[config.mk]
export PLATFORM = sky130hd
export DESIGN_NAME = ncs_host
export DESIGN_NICKNAME = d
export VERILOG_FILES = /design/src/ncs_pkg.sv /design/src/ncs_step_if.sv /design/src/ncs_step_rom.sv /design/src/ncs_host.sv
export VERILOG_INCLUDE_DIRS = /design/src /design/src/src
export SDC_FILE = /design/constraint.sdc
export NUM_CORES = 1
export LEC_CHECK = 0
export BUFFER_PORTS_ARGS = -buffer_cell sky130_fd_sc_hd__buf_2
export CAP_MARGIN = 20
export CORE_ASPECT_RATIO = 1.5
export CORE_MARGIN = 1
export CORE_UTILIZATION = 55
export DETAILED_ROUTE_END_ITERATION = 10
export PLACE_DENSITY_LB_ADDON = 0.12
export SLEW_MARGIN = 10
export SYNTH_ARGS = -nofsm -noshare
export SYNTH_HDL_FRONTEND = slang
export SYNTH_HIERARCHICAL = 1
export SYNTH_SLANG_ARGS = --single-unit
[constraint.sdc]
create_clock -name i_sys_clk -period 3.11 [get_ports i_sys_clk]
set_input_delay 0.7775 -clock i_sys_clk [delete_from_list [all_inputs] [get_ports i_sys_clk]]
set_output_delay 0.7775 -clock i_sys_clk [all_outputs]
set_load 0.02 [all_outputs]
[src/ncs_map.svh]
// Constants of the NAND command sequencer host controller
// What this block does
// - Page read: setup command, five address cycles, confirm, then wait busy.
// - Column change in output: first command, two column cycles, second command.
// - Software must restart cached or copy sequences when block address changes.
// - Program: data-input command, address, data, confirm; starts on strobe rise.
// - Cached program series ends with ordinary confirm; ready means done.
// - Page copy: copy-read pair, optional data, copy-program pair, final pair.
// - Command latch marks command, address latch address, both low data.
`ifndef NCS_MAP_SVH
`define NCS_MAP_SVH
// Command codes
`define NCS_CMD_READ_SETUP   8'h00
`define NCS_CMD_READ_GO      8'h30
`define NCS_CMD_COL_OUT      8'h05
`define NCS_CMD_COL_OUT_GO   8'hE0
`define NCS_CMD_CACHE_READ   8'h31
`define NCS_CMD_CACHE_LAST   8'h3F
`define NCS_CMD_DATA_IN      8'h80
`define NCS_CMD_PROG_GO      8'h10
`define NCS_CMD_COL_IN       8'h85
`define NCS_CMD_PROG_CACHE   8'h15
`define NCS_CMD_COPY_READ    8'h3A
`define NCS_CMD_COPY_IN      8'h8C
`define NCS_CMD_ERASE_SETUP  8'h60
`define NCS_CMD_ERASE_GO     8'hD0
`define NCS_CMD_STATUS       8'h70
`define NCS_CMD_RESET        8'hFF
// Register byte addresses
`define NCS_ADR_CTRL         8'h00
`define NCS_ADR_ADDR_LO      8'h04
`define NCS_ADR_ADDR_HI      8'h08
`define NCS_ADR_STAT         8'h0C
`define NCS_ADR_WDATA        8'h10
`define NCS_ADR_RDATA        8'h14
`define NCS_ADR_LEN          8'h18
// Control fields
`define NCS_CTRL_OP_LSB      0
`define NCS_CTRL_OP_W        4
`define NCS_CTRL_GO_BIT      8
`define NCS_CTRL_RESET       32'h0000_0000
// Status fields
`define NCS_STAT_BUSY_BIT    0
`define NCS_STAT_RDY_BIT     1
`define NCS_STAT_RVALID_BIT  2
`define NCS_STAT_WREQ_BIT    3
`define NCS_STAT_DEV_LSB     8
// Pin timing, ns and derived cycles at 50 MHz
`define NCS_CLK_NS           20
`define NCS_T_WP_NS          12
`define NCS_T_WH_NS          10
`define NCS_T_WHR_NS         60
`define NCS_T_WB_NS          100
`define NCS_WP_CYC           ((`NCS_T_WP_NS + `NCS_CLK_NS - 1) / `NCS_CLK_NS)
`define NCS_WH_CYC           ((`NCS_T_WH_NS + `NCS_CLK_NS - 1) / `NCS_CLK_NS)
`define NCS_WHR_CYC          ((`NCS_T_WHR_NS + `NCS_CLK_NS - 1) / `NCS_CLK_NS)
`define NCS_WB_CYC           ((`NCS_T_WB_NS + `NCS_CLK_NS - 1) / `NCS_CLK_NS)
`endif

[src/ncs_pkg.sv]
// Types of the NAND command sequencer host controller
package ncs_pkg;
   typedef enum logic [3:0] {
      NCS_OP_READ      = 4'h0,
      NCS_OP_COL_OUT   = 4'h1,
      NCS_OP_CACHE_RD  = 4'h2,
      NCS_OP_CACHE_LST = 4'h3,
      NCS_OP_PROG      = 4'h4,
      NCS_OP_PROG_CA   = 4'h5,
      NCS_OP_COL_IN    = 4'h6,
      NCS_OP_COPY_RD   = 4'h7,
      NCS_OP_COPY_PR   = 4'h8,
      NCS_OP_COPY_LST  = 4'h9,
      NCS_OP_ERASE     = 4'hA,
      NCS_OP_STATUS    = 4'hB,
      NCS_OP_RESET     = 4'hC,
      NCS_OP_RD_BYTES  = 4'hD,
      NCS_OP_WR_BYTES  = 4'hE
   } ncs_op_e;
   typedef enum logic [8:0] {
      NCS_ST_IDLE  = 9'b0_0000_0001,
      NCS_ST_LOAD  = 9'b0_0000_0010,
      NCS_ST_LOW   = 9'b0_0000_0100,
      NCS_ST_HIGH  = 9'b0_0000_1000,
      NCS_ST_WB    = 9'b0_0001_0000,
      NCS_ST_BUSY  = 9'b0_0010_0000,
      NCS_ST_RLOW  = 9'b0_0100_0000,
      NCS_ST_RHIGH = 9'b0_1000_0000,
      NCS_ST_WAITD = 9'b1_0000_0000
   } ncs_state_e;
   typedef enum logic [1:0] {
      NCS_K_CMD  = 2'b01,
      NCS_K_ADDR = 2'b10,
      NCS_K_DATA = 2'b00
   } ncs_kind_e;
endpackage

[src/ncs_step_if.sv]
// Step list link between sequencer and its step table
`timescale 1ns/1ns
`default_nettype none
interface ncs_step_if;
   logic [3:0] op;
   logic [3:0] idx;
   logic [1:0] kind;
   logic [7:0] code;
   logic       last;
   logic       wait_rdy;
   modport seq (output op, output idx, input kind, input code, input last, input wait_rdy);
   modport tab (input op, input idx, output kind, output code, output last, output wait_rdy);
endinterface
`default_nettype wire

[src/ncs_step_rom.sv]
// Step table: cycle kinds and codes of each operation
`timescale 1ns/1ns
`default_nettype none
`include "ncs_map.svh"
module ncs_step_rom
(
   input  wire logic   i_sys_clk,
   ncs_step_if.tab     s
);
   // Step codes: C=command, A=address (code is address byte index), D=data phase marker
   logic [1:0] kind;
   logic [7:0] code;
   logic       last;
   logic       wait_rdy;
   always_ff @(posedge i_sys_clk)
   begin
      s.kind     <= kind;
      s.code     <= code;
      s.last     <= last;
      s.wait_rdy <= wait_rdy;
   end
   always_comb
   begin
      kind     = ncs_pkg::NCS_K_CMD;
      code     = 8'h00;
      last     = 1'b1;
      wait_rdy = 1'b0;
      case (ncs_pkg::ncs_op_e'(s.op))
         ncs_pkg::NCS_OP_READ, ncs_pkg::NCS_OP_COPY_RD:
         begin
            // Setup is sent anyway; harmless even though power-up already holds it
            case (s.idx)
               4'd0: begin code = `NCS_CMD_READ_SETUP; last = 1'b0; end
               4'd1, 4'd2, 4'd3, 4'd4, 4'd5:
               begin kind = ncs_pkg::NCS_K_ADDR; code = 8'(s.idx - 4'd1); last = 1'b0; end
               default:
               begin
                  code = (s.op == 4'(ncs_pkg::NCS_OP_READ)) ? `NCS_CMD_READ_GO : `NCS_CMD_COPY_READ;
                  wait_rdy = 1'b1;
               end
            endcase
         end
         ncs_pkg::NCS_OP_COL_OUT:
         begin
            case (s.idx)
               4'd0: begin code = `NCS_CMD_COL_OUT; last = 1'b0; end
               4'd1, 4'd2: begin kind = ncs_pkg::NCS_K_ADDR; code = 8'(s.idx - 4'd1); last = 1'b0; end
               default: code = `NCS_CMD_COL_OUT_GO;
            endcase
         end
         ncs_pkg::NCS_OP_CACHE_RD: begin code = `NCS_CMD_CACHE_READ; wait_rdy = 1'b1; end
         ncs_pkg::NCS_OP_CACHE_LST: begin code = `NCS_CMD_CACHE_LAST; wait_rdy = 1'b1; end
         ncs_pkg::NCS_OP_PROG, ncs_pkg::NCS_OP_COPY_PR:
         begin
            case (s.idx)
               4'd0:
               begin
                  code = (s.op == 4'(ncs_pkg::NCS_OP_PROG)) ? `NCS_CMD_DATA_IN : `NCS_CMD_COPY_IN;
                  last = 1'b0;
               end
               4'd1, 4'd2, 4'd3, 4'd4, 4'd5:
               begin kind = ncs_pkg::NCS_K_ADDR; code = 8'(s.idx - 4'd1); last = 1'b0; end
               default: begin kind = ncs_pkg::NCS_K_DATA; end
            endcase
         end
         ncs_pkg::NCS_OP_COL_IN:
         begin
            case (s.idx)
               4'd0: begin code = `NCS_CMD_COL_IN; last = 1'b0; end
               4'd1: begin kind = ncs_pkg::NCS_K_ADDR; code = 8'h00; last = 1'b0; end
               4'd2: begin kind = ncs_pkg::NCS_K_ADDR; code = 8'h01; last = 1'b0; end
               default: kind = ncs_pkg::NCS_K_DATA;
            endcase
         end
         ncs_pkg::NCS_OP_PROG_CA: begin code = `NCS_CMD_PROG_CACHE; wait_rdy = 1'b1; end
         ncs_pkg::NCS_OP_COPY_LST, ncs_pkg::NCS_OP_WR_BYTES:
         begin
            if (s.op == 4'(ncs_pkg::NCS_OP_WR_BYTES))
               kind = ncs_pkg::NCS_K_DATA;
            else
            begin
               code = `NCS_CMD_PROG_GO;
               wait_rdy = 1'b1;
            end
         end
         ncs_pkg::NCS_OP_ERASE:
         begin
            case (s.idx)
               4'd0: begin code = `NCS_CMD_ERASE_SETUP; last = 1'b0; end
               4'd1, 4'd2, 4'd3:
               begin kind = ncs_pkg::NCS_K_ADDR; code = 8'(s.idx + 4'd1); last = 1'b0; end
               default: begin code = `NCS_CMD_ERASE_GO; wait_rdy = 1'b1; end
            endcase
         end
         ncs_pkg::NCS_OP_STATUS:
         begin
            case (s.idx)
               4'd0: begin code = `NCS_CMD_STATUS; last = 1'b0; end
               default: kind = ncs_pkg::NCS_K_DATA;
            endcase
         end
         ncs_pkg::NCS_OP_RESET: begin code = `NCS_CMD_RESET; wait_rdy = 1'b1; end
         ncs_pkg::NCS_OP_RD_BYTES: kind = ncs_pkg::NCS_K_DATA;
         default: code = 8'h00;
      endcase
   end
endmodule
`default_nettype wire

[src/ncs_host.sv]
// Host controller top: Wishbone slave plus NAND pin sequencer
//
// Design decisions made here: the Wishbone interface to the registers and the register addresses.
`timescale 1ns/1ns
`default_nettype none
`include "ncs_map.svh"
module ncs_host
#(
   parameter int unsigned BUSY_TIMEOUT = 32'd50000
)
(
   input  wire logic        i_sys_clk,
   input  wire logic        i_srst,
   input  wire logic        i_wb_cyc,
   input  wire logic        i_wb_stb,
   input  wire logic        i_wb_we,
   input  wire logic [7:0]  i_wb_adr,
   input  wire logic [3:0]  i_wb_sel,
   input  wire logic [31:0] i_wb_dat,
   output logic [31:0]      o_wb_dat,
   output logic             o_wb_ack,
   output logic             o_cmd_latch,
   output logic             o_addr_latch,
   output logic             o_chip_sel_n,
   output logic             o_write_strobe_n,
   output logic             o_read_strobe_n,
   output logic             o_write_prot_n,
   output logic [7:0]       o_io,
   output logic             o_io_oe_n,
   input  wire logic [7:0]  i_io,
   input  wire logic        i_ready_busy_n
);
   ////////////////////////////////////////////////////////////////////////
   // Registers
   logic [3:0]  op;
   logic        go;
   logic [31:0] addr_lo;
   logic [7:0]  addr_hi;
   logic [7:0]  wdata;
   logic        wfull;
   logic [7:0]  rdata;
   logic        rvalid;
   logic [11:0] len;
   logic [11:0] left;
   logic [7:0]  dev_stat;
   logic        tmo;
   logic [3:0]  idx;
   logic [2:0]  tcnt;
   logic [31:0] bcnt;
   logic        fetch;
   ncs_pkg::ncs_state_e state;
   ncs_pkg::ncs_state_e next_state;
   ncs_step_if st();
   ncs_step_rom u_rom
   (
      .i_sys_clk (i_sys_clk),
      .s         (st.tab)
   );
   assign st.op  = op;
   assign st.idx = idx;
   ////////////////////////////////////////////////////////////////////////
   // Bus decode
   wire        wb_req    = i_wb_cyc && i_wb_stb && !o_wb_ack;
   wire        wb_wr     = wb_req && i_wb_we && i_wb_sel[0];
   wire        wr_ctrl   = wb_wr && (i_wb_adr == `NCS_ADR_CTRL);
   wire        wr_alo    = wb_wr && (i_wb_adr == `NCS_ADR_ADDR_LO);
   wire        wr_ahi    = wb_wr && (i_wb_adr == `NCS_ADR_ADDR_HI);
   wire        wr_wdat   = wb_wr && (i_wb_adr == `NCS_ADR_WDATA);
   wire        wr_len    = wb_wr && (i_wb_adr == `NCS_ADR_LEN);
   wire        rd_rdat   = wb_req && !i_wb_we && (i_wb_adr == `NCS_ADR_RDATA);
   wire        idle      = (state == ncs_pkg::NCS_ST_IDLE);
   wire [31:0] stat_word = {16'h0000, dev_stat, 3'b000, tmo, wfull, rvalid, i_ready_busy_n, !idle};
   wire [39:0] addr_all  = {addr_hi, addr_lo};
   wire [7:0]  addr_byte = addr_all[{st.code[2:0], 3'b000} +: 8];
   wire [31:0] rd_mux    = (i_wb_adr == `NCS_ADR_CTRL)    ? {23'h00_0000, go, 4'h0, op} :
                           (i_wb_adr == `NCS_ADR_ADDR_LO) ? addr_lo :
                           (i_wb_adr == `NCS_ADR_ADDR_HI) ? {24'h00_0000, addr_hi} :
                           (i_wb_adr == `NCS_ADR_STAT)    ? stat_word :
                           (i_wb_adr == `NCS_ADR_WDATA)   ? {24'h00_0000, wdata} :
                           (i_wb_adr == `NCS_ADR_RDATA)   ? {24'h00_0000, rdata} :
                           (i_wb_adr == `NCS_ADR_LEN)     ? {20'h0_0000, len} : 32'h0000_0000;
   always_ff @(posedge i_sys_clk)
   begin
      if (i_srst)
      begin
         o_wb_ack <= 1'b0;
         o_wb_dat <= 32'h0000_0000;
      end
      else
      begin
         o_wb_ack <= wb_req;
         o_wb_dat <= rd_mux;
      end
   end
   ////////////////////////////////////////////////////////////////////////
   // Software registers
   wire start     = idle && go;
   wire data_step = (st.kind == 2'(ncs_pkg::NCS_K_DATA));
   wire rd_phase  = (op == 4'(ncs_pkg::NCS_OP_STATUS)) || (op == 4'(ncs_pkg::NCS_OP_RD_BYTES));
   wire take_w    = (state == ncs_pkg::NCS_ST_WAITD) && !rd_phase && wfull;
   wire take_r    = (state == ncs_pkg::NCS_ST_RHIGH) && (tcnt == 3'd0);
   // Busy device only hears status and reset; others wait for ready
   wire busy_ok   = (op == 4'(ncs_pkg::NCS_OP_STATUS)) || (op == 4'(ncs_pkg::NCS_OP_RESET)) || i_ready_busy_n;
   always_ff @(posedge i_sys_clk)
   begin
      if (i_srst)
      begin
         op      <= 4'h0;
         go      <= 1'b0;
         addr_lo <= 32'h0000_0000;
         addr_hi <= 8'h00;
         len     <= 12'h000;
      end
      else
      begin
         if (wr_ctrl)
         begin
            op <= i_wb_dat[`NCS_CTRL_OP_LSB +: `NCS_CTRL_OP_W];
            go <= i_wb_dat[`NCS_CTRL_GO_BIT];
         end
         else if (start && busy_ok)
            go <= 1'b0;
         if (wr_alo)
            addr_lo <= i_wb_dat;
         if (wr_ahi)
            addr_hi <= i_wb_dat[7:0];
         if (wr_len)
            len <= i_wb_dat[11:0];
      end
   end
   // A byte taken in the cycle software writes the next one keeps the new one
   always_ff @(posedge i_sys_clk)
   begin
      if (i_srst)
      begin
         wdata  <= 8'h00;
         wfull  <= 1'b0;
         rvalid <= 1'b0;
         rdata  <= 8'h00;
      end
      else
      begin
         if (wr_wdat)
         begin
            wdata <= i_wb_dat[7:0];
            wfull <= 1'b1;
         end
         else if (take_w)
            wfull <= 1'b0;
         if (take_r)
         begin
            rdata  <= i_io;
            rvalid <= 1'b1;
         end
         else if (rd_rdat)
            rvalid <= 1'b0;
      end
   end
   ////////////////////////////////////////////////////////////////////////
   // Pin sequencer
   wire tdone    = (tcnt == 3'd0);
   wire last_b   = (left == 12'd1);
   always_comb
   begin
      next_state = state;
      case (state)
         ncs_pkg::NCS_ST_IDLE:  if (start && busy_ok) next_state = ncs_pkg::NCS_ST_LOAD;
         ncs_pkg::NCS_ST_LOAD:  if (!fetch) next_state = data_step ? ncs_pkg::NCS_ST_WAITD : ncs_pkg::NCS_ST_LOW;
         ncs_pkg::NCS_ST_LOW:   if (tdone) next_state = ncs_pkg::NCS_ST_HIGH;
         ncs_pkg::NCS_ST_HIGH:
            if (tdone)
            begin
               if (data_step && (last_b || len == 12'd0))
                  next_state = ncs_pkg::NCS_ST_IDLE;
               else if (data_step)
                  next_state = ncs_pkg::NCS_ST_WAITD;
               else if (st.last)
                  next_state = st.wait_rdy ? ncs_pkg::NCS_ST_WB : ncs_pkg::NCS_ST_IDLE;
               else
                  next_state = ncs_pkg::NCS_ST_LOAD;
            end
         ncs_pkg::NCS_ST_WB:    if (tdone) next_state = ncs_pkg::NCS_ST_BUSY;
         ncs_pkg::NCS_ST_BUSY:  if (i_ready_busy_n || tmo) next_state = ncs_pkg::NCS_ST_IDLE;
         ncs_pkg::NCS_ST_WAITD:
            if (len == 12'd0)
               next_state = ncs_pkg::NCS_ST_IDLE;
            else if (rd_phase && !rvalid && tdone)
               next_state = ncs_pkg::NCS_ST_RLOW;
            else if (take_w)
               next_state = ncs_pkg::NCS_ST_LOW;
         ncs_pkg::NCS_ST_RLOW:  if (tdone) next_state = ncs_pkg::NCS_ST_RHIGH;
         ncs_pkg::NCS_ST_RHIGH: next_state = (last_b) ? ncs_pkg::NCS_ST_IDLE : ncs_pkg::NCS_ST_WAITD;
         default:               next_state = ncs_pkg::NCS_ST_IDLE;
      endcase
   end
   wire enter_low = (next_state == ncs_pkg::NCS_ST_LOW) && (state != ncs_pkg::NCS_ST_LOW);
   wire enter_rlo = (next_state == ncs_pkg::NCS_ST_RLOW) && (state != ncs_pkg::NCS_ST_RLOW);
   wire enter_hi  = (next_state == ncs_pkg::NCS_ST_HIGH) && (state != ncs_pkg::NCS_ST_HIGH);
   wire enter_wb  = (next_state == ncs_pkg::NCS_ST_WB) && (state != ncs_pkg::NCS_ST_WB);
   wire first_rd  = (state == ncs_pkg::NCS_ST_LOAD) && (next_state == ncs_pkg::NCS_ST_WAITD);
   always_ff @(posedge i_sys_clk)
   begin
      if (i_srst)
      begin
         state <= ncs_pkg::NCS_ST_IDLE;
         idx   <= 4'h0;
         fetch <= 1'b0;
         tcnt  <= 3'd0;
         left  <= 12'h000;
      end
      else
      begin
         state <= next_state;
         fetch <= (next_state == ncs_pkg::NCS_ST_LOAD) && (state != ncs_pkg::NCS_ST_LOAD);
         if (next_state == ncs_pkg::NCS_ST_IDLE)
            idx <= 4'h0;
         else if ((state == ncs_pkg::NCS_ST_HIGH) && (next_state == ncs_pkg::NCS_ST_LOAD))
            idx <= idx + 4'h1;
         if (first_rd)
            left <= len;
         else if (take_r || ((state == ncs_pkg::NCS_ST_HIGH) && data_step && tdone))
            left <= left - 12'd1;
         if (enter_low || enter_rlo)
            tcnt <= 3'(`NCS_WP_CYC - 1);
         else if (enter_hi)
            tcnt <= 3'(`NCS_WH_CYC - 1);
         else if (enter_wb)
            tcnt <= 3'(`NCS_WB_CYC - 1);
         else if (first_rd)
            tcnt <= 3'(`NCS_WHR_CYC);
         else if (!tdone)
            tcnt <= tcnt - 3'd1;
      end
   end
   // Busy watchdog: a stuck busy line ends the wait instead of hanging software
   always_ff @(posedge i_sys_clk)
   begin
      if (i_srst || start)
      begin
         bcnt <= 32'h0000_0000;
         tmo  <= 1'b0;
      end
      else if (state == ncs_pkg::NCS_ST_BUSY && !i_ready_busy_n)
      begin
         bcnt <= bcnt + 32'h0000_0001;
         if (bcnt >= BUSY_TIMEOUT)
            tmo <= 1'b1;
      end
   end
   always_ff @(posedge i_sys_clk)
   begin
      if (i_srst)
         dev_stat <= 8'h00;
      else if (take_r && op == 4'(ncs_pkg::NCS_OP_STATUS))
         dev_stat <= i_io;
   end
   ////////////////////////////////////////////////////////////////////////
   // Pins
   wire in_cycle = (next_state == ncs_pkg::NCS_ST_LOW) || (next_state == ncs_pkg::NCS_ST_HIGH);
   wire we_low   = (next_state == ncs_pkg::NCS_ST_LOW);
   always_ff @(posedge i_sys_clk)
   begin
      if (i_srst)
      begin
         o_cmd_latch      <= 1'b0;
         o_addr_latch     <= 1'b0;
         o_chip_sel_n     <= 1'b1;
         o_write_strobe_n <= 1'b1;
         o_read_strobe_n  <= 1'b1;
         o_write_prot_n   <= 1'b0;
         o_io             <= 8'h00;
         o_io_oe_n        <= 1'b1;
      end
      else
      begin
         o_write_prot_n   <= 1'b1;
         o_chip_sel_n     <= (next_state == ncs_pkg::NCS_ST_IDLE);
         o_cmd_latch      <= in_cycle && (st.kind == 2'(ncs_pkg::NCS_K_CMD));
         o_addr_latch     <= in_cycle && (st.kind == 2'(ncs_pkg::NCS_K_ADDR));
         o_write_strobe_n <= !we_low;
         o_read_strobe_n  <= !(next_state == ncs_pkg::NCS_ST_RLOW);
         o_io_oe_n        <= !in_cycle;
         if (state == ncs_pkg::NCS_ST_LOAD || take_w)
            o_io <= data_step ? wdata : (st.kind == 2'(ncs_pkg::NCS_K_ADDR)) ? addr_byte : st.code;
      end
   end
   // Block-address changes need software to restart cached and copy series
   // Device-side work is seen only as busy time
endmodule
`default_nettype wire

# Word-level counts from Yosys, hierarchy flattened
# Cells that the tools add are included.
[word_totals] regBits=205 inputBits=58 out_inout_bits=48 wordCells=233
[classes] n_addsub=6 order_cmp=1 eq_ne=51 n_shift=1 muxes=63 n_reduce_logical=78
[ops] cell="$mux W9" count=15
[ops] cell="$pmux W8 S11" count=1
[ops] cell="$pmux W9 S9" count=1
[ops] cell="$pmux W8 S2" count=5
[ops] cell="$mux W12" count=5
[ops] cell="$shiftx A40 B7 Y8" count=1
[ops] cell="$add A32 B1 Y32 const B" count=1
[ops] cell="$ge A32 B16 Y1 const B" count=1
[ops] cell="$logic_and A1 B1 Y1" count=32
[ops] cell="$mux W16" count=2
[ops] cell="$mux W32" count=1
[ops] cell="$eq A4 B4 Y1 const B" count=7
[ops] cell="$eq A4 B3 Y1 const B" count=6
[ops] cell="$eq A8 B5 Y1 const B" count=3
[ops] cell="$eq A9 B1 Y1 const B" count=2
[ops] cell="$eq A9 B2 Y1 const B" count=2
[ops] cell="$eq A9 B3 Y1 const B" count=2
[ops] cell="$eq A9 B4 Y1 const B" count=2
[ops] cell="$eq A9 B5 Y1 const B" count=2
[ops] cell="$eq A9 B7 Y1 const B" count=2
[ops] cell="$eq A9 B9 Y1 const B" count=2
[ops] cell="$eq A4 B2 Y1 const B" count=4
[ops] cell="$eq A8 B4 Y1 const B" count=2
[ops] cell="$mux W8" count=2
[ops] cell="42 further kinds" count=97

# Logic depth before layout (Yosys ltp)
[depth] depth_word=13 ltp_mapped=10

# Modules after synthesis
# Netlist, hierarchy kept.
[modules_own_cells] module="ncs_host" n_inst=1 cells_each=1069 area_each_um2=9052.4
[modules_own_cells] module="ncs_step_rom" n_inst=1 cells_each=163 area_each_um2=1104.8

# Worst setup path after synthesis
# Ideal clock, no wire load.
[synth_timing] path_type="input-to-reg" from="input port i_wb_adr[7]" to="register len[10]" setup_time_ns=0.132 arrival_ns=2.441 path_slack_ns=0.537 path_stages=7 path_buffers=2 cell_sequence="or4b_1 -> clkbuf_1 -> nor3_1 -> nand2_1 -> clkbuf_1 -> nand2_1 -> a21oi_1"
[synth_between] elab_chain_len=2
[synth_lines] item="start, declared" line_no="ncs_host.sv:17" rtl="input wire logic [7:0] i_wb_adr,"
[synth_lines] item="$eq A8 B5 Y1 (no source line)"
[synth_lines] item="$logic_and A1 B1 Y1" line_no="ncs_host.sv:69" rtl="wire wr_len = wb_wr && (i_wb_adr == `NCS_ADR_LEN);"
[synth_lines] item="end signal, assigned" line_no="ncs_host.sv:128" rtl="len <= i_wb_dat[11:0];"
[synth_lines] item="end, declared" line_no="ncs_host.sv:43" rtl="logic [11:0] len;"
# No other way between the ends.
# A chain may end at the register's enable or synchronous reset.

# Worst setup path after layout
[layout_timing] from="register state[7]" to="register left[11]"
[layout_between] elab_chain_len=10 word_cells_on_any_way=32 cone_classes="eq/ne: 10; mux: 12; reduce/logical: 10"
[layout_lines] item="start, declared" line_no="ncs_host.sv:51" rtl="ncs_pkg::ncs_state_e state;"
[layout_lines] item="start signal, assigned" line_no="ncs_host.sv:205" rtl="state <= ncs_pkg::NCS_ST_IDLE;"
[layout_lines] item="start signal, assigned" line_no="ncs_host.sv:213" rtl="state <= next_state;"
[layout_lines] item="$eq A9 B9 Y1" line_no="ncs_host.sv:100, ncs_host.sv:166"
[layout_lines] item="$logic_and A1 B1 Y1 (2 in a row)" line_no="ncs_host.sv:100" rtl="wire take_w = (state == ncs_pkg::NCS_ST_WAITD) && !rd_phase && wfull;"
[layout_lines] item="$mux W9" line_no="ncs_host.sv:189" rtl="else if (take_w)"
[layout_lines] item="$mux W9" line_no="ncs_host.sv:187" rtl="else if (rd_phase && !rvalid && tdone)"
[layout_lines] item="$mux W9" line_no="ncs_host.sv:185" rtl="if (len == 12'd0)"
[layout_lines] item="$pmux W9 S9" line_no="ncs_host.sv:166" rtl="case (state)"
[layout_lines] item="$eq A9 B9 Y1" line_no="ncs_host.sv:200" rtl="wire first_rd = (state == ncs_pkg::NCS_ST_LOAD) && (next_state == ncs_pkg::NCS_ST_WAITD);"
[layout_lines] item="$logic_and A1 B1 Y1" line_no="ncs_host.sv:200"
[layout_lines] item="$mux W12 or $reduce_bool A2 Y1 (tied branches)"
[layout_lines] item="end signal, assigned" line_no="ncs_host.sv:220" rtl="left <= len;"
[layout_lines] item="end signal, assigned" line_no="ncs_host.sv:222" rtl="left <= left - 12'd1;"
[layout_lines] item="end, declared" line_no="ncs_host.sv:44" rtl="logic [11:0] left;"
# Several ways; a longest one is shown, not always the timed one.

==> flow_summary.ini <==
[place]
pre_cts_slack_ps = 385.9
placement.io_buffers = 102
dp_hpwl_um = 21400
place.gp.congestion = 0.9854

[layout]
post_layout_net_count = 1386
syn2layout_area_growth_pct = 14.35
antenna-diode-count = 0
layout_commonest_cell = dfxtp_1
layout_filler_cell_count = 1589
layout_common_cells = dfxtp_1 (205), nand2_1 (153), a21oi_1 (119)
drive_above_1_share = 0.1654

[pwr]
cell_internal_pwr_uw = 4323
power_switching_share = 0.2333
irDropWorstVdd_mv = 0.4224
pwr_dens_mw_per_mm2 = 485.4
cellLeakagePower_uw = 0.004389
share_seq_of_total_power = 0.471
power.combinational.fraction = 0.068
netSwitchingPower_uw = 1315
clock_power_share = 0.461

[grt]
grt_overflow = 0
first_global_vias = 9190
initial_antenna_violation_count = 0
first_pass_grt_wire_length_um = 46630
grt_resource_usage_total = 0.3081
grt_max_degree = 69

[worst_setup_path]
critical_path.reg2reg.endpoint = left[11]$_SDFFE_PP0P_
critical_path_at_ps = 2970
timing.rr.start = state[7]$_SDFF_PP0_
r2r_setup_slk_ps = 560
worstSetupStartpointType = flip-flop
cp_top_family = simple AND/OR/NAND/NOR gates
timing_worst_setup_path_type = flip-flop to flip-flop
r2r_cells = 5
worstPathMaxFanout = 22
crit_chain = or4b_4 > or4_4 > a2111oi_2 > xnor2_1 > a211oi_2
cp.required_ps = 3540
cpPeakStageDelay_ps = 660
critical_path_buf_inv_count = 0
setup.worst_path.end_class = flip-flop
timing.critical_path.slowest_stage_cell = or4_4

[routing]
drc = 0
route.final.wire_length_um = 29170
vias = 9580
detailed_routing_iterations_pass_1 = 6
route.detailed.wl_per_inst_um = 18.86
antenna_violating_nets_post_route = 0
drt_iter0_markers = 600
detail_route.vias_per_cell = 6.193

[floorplan]
chipHeight_um = 168.4
core_mm2 = 0.01802
die_width_um = 113.0
io_count = 106
initial_core_util = 0.5638
rows = 60
design.die.area_mm2 = 0.01903

[sta]
max_freq_ghz = 0.3928
final-hold-violation-count = 0
timing.clock.skew_ps = 9.433
worstMarginPinSlew_ps = 877.9
final_max_slew_viols = 0
final_period_demand_of_the_worst_path_ps = 2546
post-route-worst-setup-slack_ps = 564.4
setup_violations = 0
setup-tns-final_ps = 0
maxSlewHeadroom = 0.4135
final_min_period_over_clock_period = 0.8185
setup_repair_after_global_routing_missed_its_margin = no

[hold_path]
timing.hold.worst_endpoint = addr_lo[19]$_SDFFE_PP0P_
hold_class = flip-flop to flip-flop
worstHoldPathCells = 2
hold_path_startpoint = addr_lo[19]$_SDFFE_PP0P_

[synthesis]
synth_flop_cell = dfxtp_1
number_of_flip_flops_and_latches_in_the_synthesized_netlist = 205
synthesis.yosys.warnings = 6
synth.avg_cell_area_um2 = 8.245
synth_edf_count = 0
yosys.area.top_type_share = 0.4040
syn-instance-count = 1232
netlist_area_mm2 = 0.01016
post-synth-top-area-cell = dfxtp_1
synth.lib_cells_used.distinct = 75
async_reset_ff_frac = 0
ys_seq_area_frac = 0.4040
synth_nets = 1301
synth_top_cells_by_area = dfxtp_1 (40%), a21oi_1 (5.9%), nand2_1 (5.7%)

[run]
maxCapViolations = 0

[clock_tree]
post_cts_resized = 0
postCtsSetupRepairBufs = 0
tritoncts = yes
cts-buffers-inserted = 21
h-tree-depth = 1
cts_root_buf = clkbuf_16
path_clk_slew_ps = 70
cts_hold_buffers = 0
clock-sinks = 205
max_clock_buf_depth = 3
insertion_delay_ps = 500

[status]
run_status = complete, no violations
## metrics by stage
stage	cells	area (µm²)	hold slack [ps]	power, µW	util
after floorplan	1232	10160	441.7	2943	-
final	1547	11610	466.5	5638	0.6447
after detailed placement	1511	10920	453.7	3094	0.6061
after global routing	1547	11610	489.6	5823	0.6447
after CTS	1547	11610	462.4	5668	0.6447
after global placement	1511	10920	452.3	3090	0.6061
## per-layer routing
| layer | part of all wire | routed length (µm) | global-route usage |
|---|---|---|---|
| met1 | 0.37 | 10920 | 0.3385 |
| met2 | 0.50 | 14710 | 0.5529 |
| met3 | 0.052 | 1515 | 0.03816 |
| met4 | 0.070 | 2031 | 0.2048 |
| met5 | 0 | 0 | 0 |
## power groups by stage
stage / Clock [µW] / Sequential (µW) / Combinational, µW
finish: 2600 / 2660 / 385
global route: 2750 / 2660 / 421
CTS: 2630 / 2660 / 381
detailed placement: 0 / 2720 / 379
global placement: 0 / 2710 / 376
floorplan: 0 / 2710 / 229
## synthesized netlist by cell type, drive strengths merged (11+ instances only)
master  number
o21ai       51
buf         15
or3         13
a22o        12
or4         17
nor2b       14
a31oi       12
inv         29
nand4       17
a211oi      24
a21oi      119
nor3        38
ha          11
nand3       52
nor4        29
xnor2       24
mux2i       27
nor2       110
dfxtp      205
nand2      153
and3        31
o211ai      12
clkbuf      65
or2         15
## registers in the layout, indices dropped and copies added, names as in the netlist, 2 cells and up
signal and count:
addr_hi 8, addr_lo 32, bcnt 32, dev_stat 8, idx 4, left 12, len 12, o_io 8
o_wb_dat 32, op 4, rdata 8, state 9, tcnt 3, u_rom/s.code 8, u_rom/s.kind 2, wdata 8
## cells by family (layout without fill, tap and decap cells)
kind of cell,after synthesis,after routing,synth area share
simple gates,534,534,0.2647
buf+inv,110,208,0.04471
xor+xnor,33,33,0.02846
fa+ha+maj,11,11,0.01355
flops,205,205,0.4040
compound gates,299,299,0.1946
mux,40,40,0.04989
## tightest hold or removal path, delay by kind of cell, from the launching register on
| kind | cells | cell delay [ps] |
|---|---|---|
| DFF | 1 | 310 |
| and+or+nand+nor | 1 | 50 |
| AOI/OAI and AO/OA | 1 | 50 |
## how the worst max path moves through the flow
stage                         from                endpoint  slack [ps]  depth (start not counted)
3_3_place_gp           i_wb_adr[7]  o_wb_dat[7]$_SDFF_PP0_         390                          5
5_1_grt        state[0]$_SDFF_PP1_   left[11]$_SDFFE_PP0P_         460                          5
2_1_floorplan          i_wb_adr[7]    len[10]$_SDFFE_PP0P_         540                          7
3_5_place_dp           i_wb_adr[7]  o_wb_dat[7]$_SDFF_PP0_         390                          5
6_report       state[7]$_SDFF_PP0_   left[11]$_SDFFE_PP0P_         560                          5
4_1_cts        state[0]$_SDFF_PP1_   left[11]$_SDFFE_PP0P_         540                          5
## layout make-up
cell class / instances / area [µm²] / share of cell area
clock inverters: 11 / 143.9 / 0.01239
flip-flops and latches: 205 / 4104 / 0.3533
repair buffers: 142 / 825.8 / 0.07110
clock buffers: 25 / 550.5 / 0.04740
multi-input cells: 917 / 5607 / 0.4827
well taps: 217 / 271.5 / 0.02338
inverters: 30 / 112.6 / 0.009695
No activity file was read; power rests on OpenSTA's default activity.
